`config.mk`:
```
export PLATFORM = sky130hd
export DESIGN_NAME = sps_top
export DESIGN_NICKNAME = d
export VERILOG_FILES = /design/src/rtl/sps_pkg.sv /design/src/rtl/sps_sync_if.sv /design/src/rtl/sps_top.sv /design/src/rtl/sps_sync_det.sv /design/src/rtl/sps_pulse_gen.sv
export SDC_FILE = /design/constraint.sdc
export NUM_CORES = 1
export LEC_CHECK = 0
export ABC_AREA = 1
export ABC_CLOCK_PERIOD_IN_PS = 6700
export BUFFER_PORTS_ARGS = -buffer_cell sky130_fd_sc_hd__clkbuf_2
export CAP_MARGIN = 20
export CORE_ASPECT_RATIO = 1.25
export CORE_MARGIN = 4
export CORE_UTILIZATION = 60
export DETAILED_ROUTE_END_ITERATION = 8
export GPL_TIMING_DRIVEN = 0
export HOLD_SLACK_MARGIN = 0.08
export PLACE_DENSITY = 0.9
export SETUP_SLACK_MARGIN = 0.2
export SYNTH_ARGS = -nofsm -noshare
export SYNTH_HDL_FRONTEND = slang
export SYNTH_SLANG_ARGS = --single-unit
```
`constraint.sdc`:
```
create_clock -name pclk -period 6.7 [get_ports pclk]
set_input_delay 0.335 -clock pclk [delete_from_list [all_inputs] [get_ports pclk]]
set_output_delay 0.335 -clock pclk [all_outputs]
set_load 0.01 [all_outputs]
```
`src/rtl/sps_pkg.sv`:
```
// Shared constants and types for the sync PLL supervisor
package sps_pkg;
  // ==========================================================
  // Types
  typedef logic [10:0] sps_per_t;

  // ==========================================================
  // Timing
  localparam int CLK_MHZ = 100;
  localparam int PULSE_NS = 500;
  localparam int PULSE_CYC = (PULSE_NS * CLK_MHZ + 999) / 1000;
  localparam int MIN_ON_NS = 90;
  localparam int MIN_ON_LOW_NS = 130;
  localparam logic [7:0] MIN_ON_CYC =
    8'((MIN_ON_NS * CLK_MHZ + 999) / 1000);
  localparam logic [7:0] MIN_ON_LOW_CYC =
    8'((MIN_ON_LOW_NS * CLK_MHZ + 999) / 1000);
  localparam int F_MAX_KHZ = 750;
  localparam int F_MIN_KHZ = 100;
  localparam sps_per_t MIN_PER_CYC = sps_per_t'(CLK_MHZ * 1000 / F_MAX_KHZ);
  localparam sps_per_t MAX_PER_CYC = sps_per_t'(CLK_MHZ * 1000 / F_MIN_KHZ);
  // Timeout longer than the slowest supported period
  localparam sps_per_t TIMEOUT_CYC =
    sps_per_t'(CLK_MHZ * 1000 / F_MIN_KHZ + CLK_MHZ * 250 / F_MIN_KHZ);
  localparam sps_per_t LOCK_TOL_CYC = 11'h008;

  // ==========================================================
  // Register map
  localparam logic [7:0] ADDR_CTRL = 8'h00;
  localparam logic [7:0] ADDR_PHASE = 8'h04;
  localparam logic [7:0] ADDR_PERIOD = 8'h08;
  localparam logic [7:0] ADDR_ONTIME = 8'h0C;
  localparam logic [7:0] ADDR_STATUS = 8'h10;
  localparam logic [7:0] ADDR_MASK = 8'h14;
  localparam logic [7:0] ADDR_PAD = 8'h18;
  localparam logic [7:0] ADDR_LOCK = 8'h1C;

  // ==========================================================
  // Fields and reset values
  localparam int CTRL_OUT_EN_BIT = 0;
  localparam int CTRL_EXT_BIT = 1;
  localparam int PHASE_W = 3;
  localparam int LOCK_LOSS_BIT = 4;
  localparam int PAD_CONFLICT_BIT = 10;
  localparam int LOCK_LOCKED_BIT = 16;
  localparam int LOCK_PRESENT_BIT = 17;
  localparam logic [1:0] CTRL_RST = 2'h0;
  localparam logic [2:0] PHASE_RST = 3'h0;
  localparam sps_per_t PERIOD_RST = 11'h190;
  localparam logic [7:0] ONTIME_RST = 8'h40;
  localparam logic [7:0] MASK_RST = 8'h00;
  localparam logic [15:0] PAD_RST = 16'h0400;
endpackage

```
`src/rtl/sps_sync_if.sv`:
```
// Carrier between the sync edge detector and the supervisor core
interface sps_sync_if;
  logic fall;
  logic present;
  logic timeout;
  logic own_drive;
  sps_pkg::sps_per_t period;
  modport det (output fall, output present, output timeout,
               output period, input own_drive);
  modport core (input fall, input present, input timeout,
                input period, output own_drive);
endinterface

```
`src/rtl/sps_top.sv`:
```
// Sync PLL supervisor: lock, phase, fallback, faults and APB registers
// What this block does
// - Locks the oscillator only to falling sync edges; rising edges ignored.
// - Channel phase offset from sync fall set by low three config bits.
// - Edge-triggered alignment gives fixed offset and never harmonic lock.
// - Lock is held for external clocks from 100kHz to 750kHz.
// - Lock loss sets status bit 4 and drives alert low.
// - Lock-loss bit stays set until a one is written to it.
// - Masked lock-loss fault does not assert the alert.
// - No external sync: nominal programmed period drives the PWM.
// - External-oscillator mode without sync runs at the lowest frequency.
// - Pad status bit 10 goes low when driving and external present.
// - Cycles are skipped when on-time is below the minimum on-time.
// - As clock source the sync line is pulled low for 500ns.
//
// The placing of the registers and the APB slave port were decided locally.
module sps_top (
  input wire logic pclk,
  input wire logic presetn,
  input wire logic psel,
  input wire logic penable,
  input wire logic pwrite,
  input wire logic [7:0] paddr,
  input wire logic [31:0] pwdata,
  output logic [31:0] prdata,
  output logic pready,
  output logic pslverr,
  input wire logic sync_in,
  output logic sync_out,
  output logic sync_oe,
  input wire logic low_sense,
  output logic pwm0,
  output logic pwm1,
  output logic alert_n,
  output logic irq
);
  // ==========================================================
  // Helpers
  function automatic sps_pkg::sps_per_t phase_off(
    input sps_pkg::sps_per_t per, input logic [2:0] code);
    logic [13:0] p;
    p = per * code;
    return p[13:3];
  endfunction

  function automatic logic mapped(input logic [7:0] a);
    return a == sps_pkg::ADDR_CTRL || a == sps_pkg::ADDR_PHASE ||
           a == sps_pkg::ADDR_PERIOD || a == sps_pkg::ADDR_ONTIME ||
           a == sps_pkg::ADDR_STATUS || a == sps_pkg::ADDR_MASK ||
           a == sps_pkg::ADDR_PAD || a == sps_pkg::ADDR_LOCK;
  endfunction

  // ==========================================================
  // Submodules
  sps_sync_if sif ();
  logic src_start;
  logic oe_w;
  sps_sync_det u_det (
    .pclk(pclk),
    .presetn(presetn),
    .sync_in(sync_in),
    .sif(sif)
  );
  sps_pulse_gen u_pulse (
    .pclk(pclk),
    .presetn(presetn),
    .start(src_start),
    .sync_oe(oe_w)
  );
  assign sif.own_drive = oe_w;
  assign sync_oe = oe_w;

  // ==========================================================
  // Low sense synchroniser
  logic ls1_q, ls2_q, sout_q;
  always_ff @(posedge pclk or negedge presetn) begin
    if (!presetn) begin
      ls1_q <= 1'b0;
      ls2_q <= 1'b0;
      sout_q <= 1'b0;
    end else begin
      ls1_q <= low_sense;
      ls2_q <= ls1_q;
      sout_q <= 1'b0;
    end
  end
  assign sync_out = sout_q;

  // ==========================================================
  // Registers
  logic [1:0] ctrl_q, ctrl_d;
  logic [2:0] phase_q, phase_d;
  sps_pkg::sps_per_t period_q, period_d;
  logic [7:0] ontime_q, ontime_d, status_q, status_d, mask_q, mask_d;
  logic [15:0] pad_q, pad_d;
  logic [31:0] prdata_q, prdata_d;
  logic pready_q, pready_d, slverr_q, slverr_d;
  logic irq_q, irq_d, alert_n_q, alert_n_d;
  logic wr, lost;
  logic out_en, ext_mode;
  logic locked_q, locked_d;
  sps_pkg::sps_per_t last_q, last_d;

  assign out_en = ctrl_q[sps_pkg::CTRL_OUT_EN_BIT];
  assign ext_mode = ctrl_q[sps_pkg::CTRL_EXT_BIT];
  assign wr = psel & penable & pready_q & pwrite & mapped(paddr);

  always_comb begin
    ctrl_d = ctrl_q;
    phase_d = phase_q;
    period_d = period_q;
    ontime_d = ontime_q;
    mask_d = mask_q;
    if (wr) begin
      unique case (paddr)
        sps_pkg::ADDR_CTRL: ctrl_d = pwdata[1:0];
        sps_pkg::ADDR_PHASE: phase_d = pwdata[2:0];
        sps_pkg::ADDR_PERIOD: period_d = pwdata[10:0];
        sps_pkg::ADDR_ONTIME: ontime_d = pwdata[7:0];
        sps_pkg::ADDR_MASK: mask_d = pwdata[7:0];
        default: ;
      endcase
    end
    // Set wins over a same-cycle write-one clear
    status_d = status_q;
    if (wr && paddr == sps_pkg::ADDR_STATUS) begin
      status_d = status_q & ~pwdata[7:0];
    end
    if (lost) begin
      status_d[sps_pkg::LOCK_LOSS_BIT] = 1'b1;
    end
    irq_d = |(status_d & ~mask_d);
    alert_n_d = ~irq_d;
    pad_d = sps_pkg::PAD_RST;
    pad_d[sps_pkg::PAD_CONFLICT_BIT] = ~(out_en & sif.present);
  end

  // One wait state so read data comes from a flop
  always_comb begin
    pready_d = psel & penable & ~pready_q;
    slverr_d = pready_d & ~mapped(paddr);
    prdata_d = 32'h0000_0000;
    if (pready_d && !pwrite) begin
      unique case (paddr)
        sps_pkg::ADDR_CTRL: prdata_d = {30'h0000_0000, ctrl_q};
        sps_pkg::ADDR_PHASE: prdata_d = {29'h0000_0000, phase_q};
        sps_pkg::ADDR_PERIOD: prdata_d = {21'h00_0000, period_q};
        sps_pkg::ADDR_ONTIME: prdata_d = {24'h00_0000, ontime_q};
        sps_pkg::ADDR_STATUS: prdata_d = {24'h00_0000, status_q};
        sps_pkg::ADDR_MASK: prdata_d = {24'h00_0000, mask_q};
        sps_pkg::ADDR_PAD: prdata_d = {16'h0000, pad_q};
        sps_pkg::ADDR_LOCK: prdata_d = {14'h0000, sif.present, locked_q,
                                        5'h00, last_q};
        default: prdata_d = 32'h0000_0000;
      endcase
    end
  end

  always_ff @(posedge pclk or negedge presetn) begin
    if (!presetn) begin
      ctrl_q <= sps_pkg::CTRL_RST;
      phase_q <= sps_pkg::PHASE_RST;
      period_q <= sps_pkg::PERIOD_RST;
      ontime_q <= sps_pkg::ONTIME_RST;
      status_q <= 8'h00;
      mask_q <= sps_pkg::MASK_RST;
      pad_q <= sps_pkg::PAD_RST;
      prdata_q <= 32'h0000_0000;
      pready_q <= 1'b0;
      slverr_q <= 1'b0;
      irq_q <= 1'b0;
      alert_n_q <= 1'b1;
    end else begin
      ctrl_q <= ctrl_d;
      phase_q <= phase_d;
      period_q <= period_d;
      ontime_q <= ontime_d;
      status_q <= status_d;
      mask_q <= mask_d;
      pad_q <= pad_d;
      prdata_q <= prdata_d;
      pready_q <= pready_d;
      slverr_q <= slverr_d;
      irq_q <= irq_d;
      alert_n_q <= alert_n_d;
    end
  end
  assign prdata = prdata_q;
  assign pready = pready_q;
  assign pslverr = slverr_q;
  assign irq = irq_q;
  assign alert_n = alert_n_q;

  // ==========================================================
  // Lock detection
  logic per_ok;
  sps_pkg::sps_per_t diff;
  always_comb begin
    diff = (sif.period > last_q) ? sif.period - last_q
                                 : last_q - sif.period;
    per_ok = sif.period >= sps_pkg::MIN_PER_CYC &&
             sif.period <= sps_pkg::MAX_PER_CYC &&
             diff <= sps_pkg::LOCK_TOL_CYC;
    locked_d = locked_q;
    last_d = last_q;
    if (sif.timeout) begin
      locked_d = 1'b0;
    end else if (sif.fall) begin
      locked_d = per_ok;
      last_d = sif.period;
    end
    lost = locked_q & ~locked_d;
  end

  always_ff @(posedge pclk or negedge presetn) begin
    if (!presetn) begin
      locked_q <= 1'b0;
      last_q <= '0;
    end else begin
      locked_q <= locked_d;
      last_q <= last_d;
    end
  end

  // ==========================================================
  // Oscillator and PWM
  // Edge reset of the counter cannot settle on a harmonic
  sps_pkg::sps_per_t cnt_q, cnt_d, per_eff;
  sps_pkg::sps_per_t off [2];
  logic [7:0] on_q [2];
  logic [7:0] on_d [2];
  logic [1:0] pwm_q, pwm_d, start;
  logic [7:0] min_on;
  logic skip;

  always_comb begin
    if (locked_q) begin
      per_eff = last_q;
    end else if (ext_mode) begin
      per_eff = sps_pkg::MAX_PER_CYC;
    end else begin
      per_eff = period_q;
    end
    if (locked_q && sif.fall) begin
      cnt_d = '0;
    end else if (cnt_q + 11'h001 >= per_eff) begin
      cnt_d = '0;
    end else begin
      cnt_d = cnt_q + 11'h001;
    end
    off[0] = phase_off(per_eff, phase_q);
    off[1] = phase_off(per_eff, phase_q + 3'h4);
    min_on = ls2_q ? sps_pkg::MIN_ON_LOW_CYC : sps_pkg::MIN_ON_CYC;
    skip = ontime_q < min_on;
    for (int i = 0; i < 2; i++) begin
      start[i] = cnt_q == off[i];
      if (start[i] && !skip) begin
        on_d[i] = ontime_q;
      end else if (on_q[i] != 8'h00) begin
        on_d[i] = on_q[i] - 8'h01;
      end else begin
        on_d[i] = 8'h00;
      end
      pwm_d[i] = on_d[i] != 8'h00;
    end
  end
  assign src_start = out_en && cnt_q == '0;

  always_ff @(posedge pclk or negedge presetn) begin
    if (!presetn) begin
      cnt_q <= '0;
      on_q[0] <= 8'h00;
      on_q[1] <= 8'h00;
      pwm_q <= 2'h0;
    end else begin
      cnt_q <= cnt_d;
      on_q[0] <= on_d[0];
      on_q[1] <= on_d[1];
      pwm_q <= pwm_d;
    end
  end
  assign pwm0 = pwm_q[0];
  assign pwm1 = pwm_q[1];
endmodule

```
`src/rtl/sps_sync_det.sv`:
```
// Sync line sampler, falling edge finder, period meter and timeout
module sps_sync_det (
  input wire logic pclk,
  input wire logic presetn,
  input wire logic sync_in,
  sps_sync_if.det sif
);
  // ==========================================================
  // Synchroniser
  logic s1_q, s2_q, s3_q;
  always_ff @(posedge pclk or negedge presetn) begin
    if (!presetn) begin
      s1_q <= 1'b1;
      s2_q <= 1'b1;
      s3_q <= 1'b1;
    end else begin
      s1_q <= sync_in;
      s2_q <= s1_q;
      s3_q <= s2_q;
    end
  end

  // ==========================================================
  // Edge, period and presence
  // Own pulses are masked, so only a peer's edge counts
  logic fall_raw;
  logic fall_q, fall_d, pres_q, pres_d, tmo_q, tmo_d;
  sps_pkg::sps_per_t cnt_q, cnt_d, per_q, per_d;
  assign fall_raw = s3_q & ~s2_q & ~sif.own_drive;

  always_comb begin
    cnt_d = cnt_q;
    per_d = per_q;
    pres_d = pres_q;
    tmo_d = 1'b0;
    if (fall_raw) begin
      per_d = cnt_q + 11'h001;
      cnt_d = '0;
      pres_d = 1'b1;
    end else if (cnt_q < sps_pkg::TIMEOUT_CYC) begin
      cnt_d = cnt_q + 11'h001;
    end else if (pres_q) begin
      pres_d = 1'b0;
      tmo_d = 1'b1;
    end
    fall_d = fall_raw;
  end

  always_ff @(posedge pclk or negedge presetn) begin
    if (!presetn) begin
      cnt_q <= '0;
      per_q <= '0;
      pres_q <= 1'b0;
      tmo_q <= 1'b0;
      fall_q <= 1'b0;
    end else begin
      cnt_q <= cnt_d;
      per_q <= per_d;
      pres_q <= pres_d;
      tmo_q <= tmo_d;
      fall_q <= fall_d;
    end
  end

  assign sif.fall = fall_q;
  assign sif.present = pres_q;
  assign sif.timeout = tmo_q;
  assign sif.period = per_q;
endmodule

```
`src/rtl/sps_pulse_gen.sv`:
```
// Open-drain sync pulse generator for clock-source mode
module sps_pulse_gen (
  input wire logic pclk,
  input wire logic presetn,
  input wire logic start,
  output logic sync_oe
);
  localparam int PW = sps_pkg::PULSE_CYC;
  localparam int PW1 = sps_pkg::PULSE_CYC - 1;
  logic [7:0] cnt_q, cnt_d;
  logic oe_q, oe_d;

  always_comb begin
    cnt_d = cnt_q;
    if (start && cnt_q == 8'h00) begin
      cnt_d = 8'(PW);
    end else if (cnt_q != 8'h00) begin
      cnt_d = cnt_q - 8'h01;
    end
    oe_d = cnt_d != 8'h00;
  end

  always_ff @(posedge pclk or negedge presetn) begin
    if (!presetn) begin
      cnt_q <= 8'h00;
      oe_q <= 1'b0;
    end else begin
      cnt_q <= cnt_d;
      oe_q <= oe_d;
    end
  end
  assign sync_oe = oe_q;
endmodule

```
==> out/metrics.csv <==
stage;metric;value;unit
min_path;hold-critical path endpoint;status_q[0]$_DFF_PN0_;
placement;Inst Count DP;1715;
clocking;clock root buffer master;clkbuf_16;
clocking;Clk Latency, worst-skew pair;0.43;ns
clocking;CTS Buffer Depth;2;
timing;Worst slew margin;0.464;
clocking;H-tree lvl count;4;
worst_setup_path;Setup crit start kind;flip-flop;
synth;top cell type's share of synthesized area;0.310;
floorplan;Die Y;155;µm
worst_setup_path;Worst R2R Start;locked_q$_DFF_PN0_;
layout;most common library cell in the layout ignoring fill and taps;nand2_1;
worst_setup_path;crit path kind;flip-flop to flip-flop;
synth;#FFs+latches synth;138;
pwr;Clock power frac;0.278;
worst_setup_path;Worst path max stage delay;0.61;ns
timing;final setup violation count;0;
route;routed wire length;27500;µm
run_status;outcome;completed;
pwr;Cell Pwr Density;306;nW/µm²
route;Vias;9873;
clocking;CTS tree;done;
synth;main flop type after synthesis;dfrtp_1;
timing;final hold violations;0;
global_routing;met3 Track Usage GR;0.0536;
synth;Post-synth EDFFs;0;
synth;leading area contributor after synthesis;dfrtp_1;
timing;Final Max Slew Viols;0;
layout;Fill cells;1345;
route;residual DRC count;0;
synth;Async SR Flop Fraction;1.00;
route;drt pass-1 iters;6;
pwr;Leakage;6.14;nW
pwr;Int Pwr;2.07;mW
timing;Final Skew;0.00864;ns
placement;dpl hpwl;21100;µm
worst_setup_path;Worst EP arrival;4.91;ns
layout;multi-input logic area;5900;µm²
global_routing;total track usage;0.285;
floorplan;row count;53;
pwr;Total Power;3.57;mW
min_path;min-delay src;pwdata[0];
clocking;post-CTS sizing;0;
timing;FMAX;0.218;GHz
global_routing;met1 usage;0.328;
clocking;CTS buffer count;17;
worst_setup_path;Slowest cell on crit path;o22ai_1;
synth;Avg Synthesized Cell Area;7.28;µm²
layout;share of cells above drive strength 1;0.116;
global_routing;largest net degree at the start of global routing;109;
worst_setup_path;Worst EP required;7.02;ns
layout;Finished Core Util;0.690;
placement;GP Congestion;0.986;
synth;sequential area share after synthesis;0.333;
timing;RSZ-0062 raised after global routing;no;
flow_run;Max-Cap Viols;0;
synth;Post-Syn Area;10400;µm²
synth;Yosys cell types;54;
layout;FF/Latch Area;3460;µm²
synth;Cells after Synth;1430;
worst_setup_path;worst-case reg-to-reg path depth;24;
timing;hold slack;0.101;ns
floorplan;Initial Util;0.616;
layout;Antenna diodes;0;
layout;Layout Nets;1646;
global_routing;vias in the first global route;9624;
global_routing;Top Usage Layer GRT;met2;
min_path;hold depth;2;
pwr;switching share of power;0.421;
route;vias per inst;5.64;
floorplan;I/O pins;87;
clocking;hold_buf cts;3;
global_routing;met2 Use GR;0.509;
clocking;setup bufs post-CTS;0;
floorplan;Chip Width;126;µm
floorplan;Core ar.;16900;µm²
route;DR iter-0 viols;943;
floorplan;die area;19500;µm²
worst_setup_path;r2r endpoint;pwm_q[1]$_DFF_PN0_;
clocking;CTS clock-pin slew for the worst setup and hold paths;0.07;ns
pwr;combinational share of power;0.418;
worst_setup_path;CP Capture Type;flip-flop;
worst_setup_path;worst-path cell chain;buf_6, nor2_1, inv_1, o22ai_1, nor2_1, fa_1, inv_1, fa_1, inv_1, nand2_1, nand3_1, nand3_1, nor2_1, nand2_1, nor2_1, nand2_2, nor2_4, nand3_4, nor2_8, nand2_4, o21ai_2, nand2_1, nor2_1, nand2_1;
timing;Slew @ Worst Pin;0.801;ns
route;wire length per cell;15.7;µm
synth;synth top area cells;dfrtp_1 31%, nand2_1 13%, inv_1 8.0%, ha_1 7.5%, nor2_1 5.2%;
min_path;Hold Path Class;input pin to flip-flop;
global_routing;GRT overflow;0;
worst_setup_path;R2R setup slack;2.10;ns
timing;Final min period;4.60;ns
pwr;Peak VDD IR;0.000311;V
pwr;sequential share of power;0.304;
route;antenna-violating nets left;0;
timing;post-route setup TNS;0;ns
worst_setup_path;largest fanout on the critical path;10;
clocking;CTS Sinks;138;
pwr;P_sw;1.50;mW
placement;Buffers on Ports;45;
global_routing;initial antenna violation count;0;
layout;Layout Cells excl Fill;1750;
timing;Final Cycle Share;0.686;
synth;synth warn;0;
layout;most frequent cells in the layout;370 x nand2_1, 221 x inv_1, 143 x nor2_1;
layout;Area growth syn-to-layout;12.1;%
worst_setup_path;most used cell, CP;nor2_1;
global_routing;first-pass GRT wire length;45200;µm
-- metal layers --
metal	up-vias	wire, µm	part of all wire
li1	4734	-	-
met1	4633	10400	0.38
met4	0	1320	0.048
met3	110	1810	0.066
met2	396	14000	0.51
met5	-	0	0
-- worst max-delay path, delay by kind of cell (launching register included) --
| kind | cells | cell delay [ns] |
|---|---|---|
| AOI/OAI and AO/OA | 2 | 0.76 |
| adders and majority gates | 2 | 1.04 |
| buffers and inverters | 4 | 0.53 |
| DFF | 1 | 0.38 |
| and+or+nand+nor | 16 | 1.75 |
-- flip-flops by register name (all words and copies together) (netlist names), 2 cells and up --
name	flops
on_q	16
prdata	13
cnt_q	11
last_q	11
period_q	11
u_det.cnt_q	11
u_det.sif.period	11
mask_q	8
ontime_q	8
status_q	8
u_pulse.cnt_q	8
phase_q	3
ctrl_q	2
pwm_q	2
-- cells in the mapped netlist, drive strengths merged (17+ instances only) --
cell type / instances
nor2: 154
ha: 62
a21oi: 58
nand3: 99
nand2: 383
xor2: 31
dfrtp: 129
clkbuf: 18
nand4: 22
fa: 20
inv: 228
buf: 24
nor3: 17
o21ai: 82
-- layout make-up --
| type | instances | share of cell area |
|---|---|---|
| clock buffer | 17 | 0.0365 |
| clock inverter | 15 | 0.0166 |
| tap | 220 | 0.0236 |
| buffer | 42 | 0.0213 |
| multi-input combinational | 1039 | 0.506 |
| sequential | 138 | 0.297 |
| inverter | 230 | 0.0744 |
| timing repair buffer | 49 | 0.0250 |
-- how the worst max path moves through the flow --
stage	startpoint	cells past startpoint	slack, ns	to
after floorplan	locked_q$_DFF_PN0_	22	3.02	pwm_q[1]$_DFF_PN0_
after global placement	locked_q$_DFF_PN0_	24	2.28	pwm_q[1]$_DFF_PN0_
after detailed placement	locked_q$_DFF_PN0_	24	2.18	pwm_q[1]$_DFF_PN0_
after CTS	locked_q$_DFF_PN0_	24	2.18	pwm_q[1]$_DFF_PN0_
after global routing	locked_q$_DFF_PN0_	26	1.80	pwm_q[1]$_DFF_PN0_
final	locked_q$_DFF_PN0_	24	2.10	pwm_q[1]$_DFF_PN0_
-- logic make-up after synthesis --
logic type | Yosys count | synth area share
AO/OA/AOI/OAI | 198 | 0.111
multiplexers | 3 | 0.00324
adder cells (fa/ha/maj) | 82 | 0.113
other | 1 | 0.000360
AND/OR/NAND/NOR | 694 | 0.297
flip-flops | 138 | 0.333
buffers and inverters | 272 | 0.107
XOR/XNOR | 42 | 0.0353
-- through the flow --
step                      cell area [µm²]  setup slack (ns)
after floorplan                     10500              3.02
after global placement              11000              2.28
after detailed placement            11000              2.18
after CTS                           11700              2.18
after global routing                11700              1.80
final                               11700              2.10
-- power groups by stage --
stage               logic (mW)  registers [mW]  clock network [mW]
finish                    1.49            1.09               0.992
global route              1.71            1.10                1.04
CTS                       1.47            1.08                1.00
detailed placement        1.46            1.10                   0
global placement          1.42            1.09                   0
floorplan                 1.16            1.06                   0
Power figures use the tool's default switching activity.
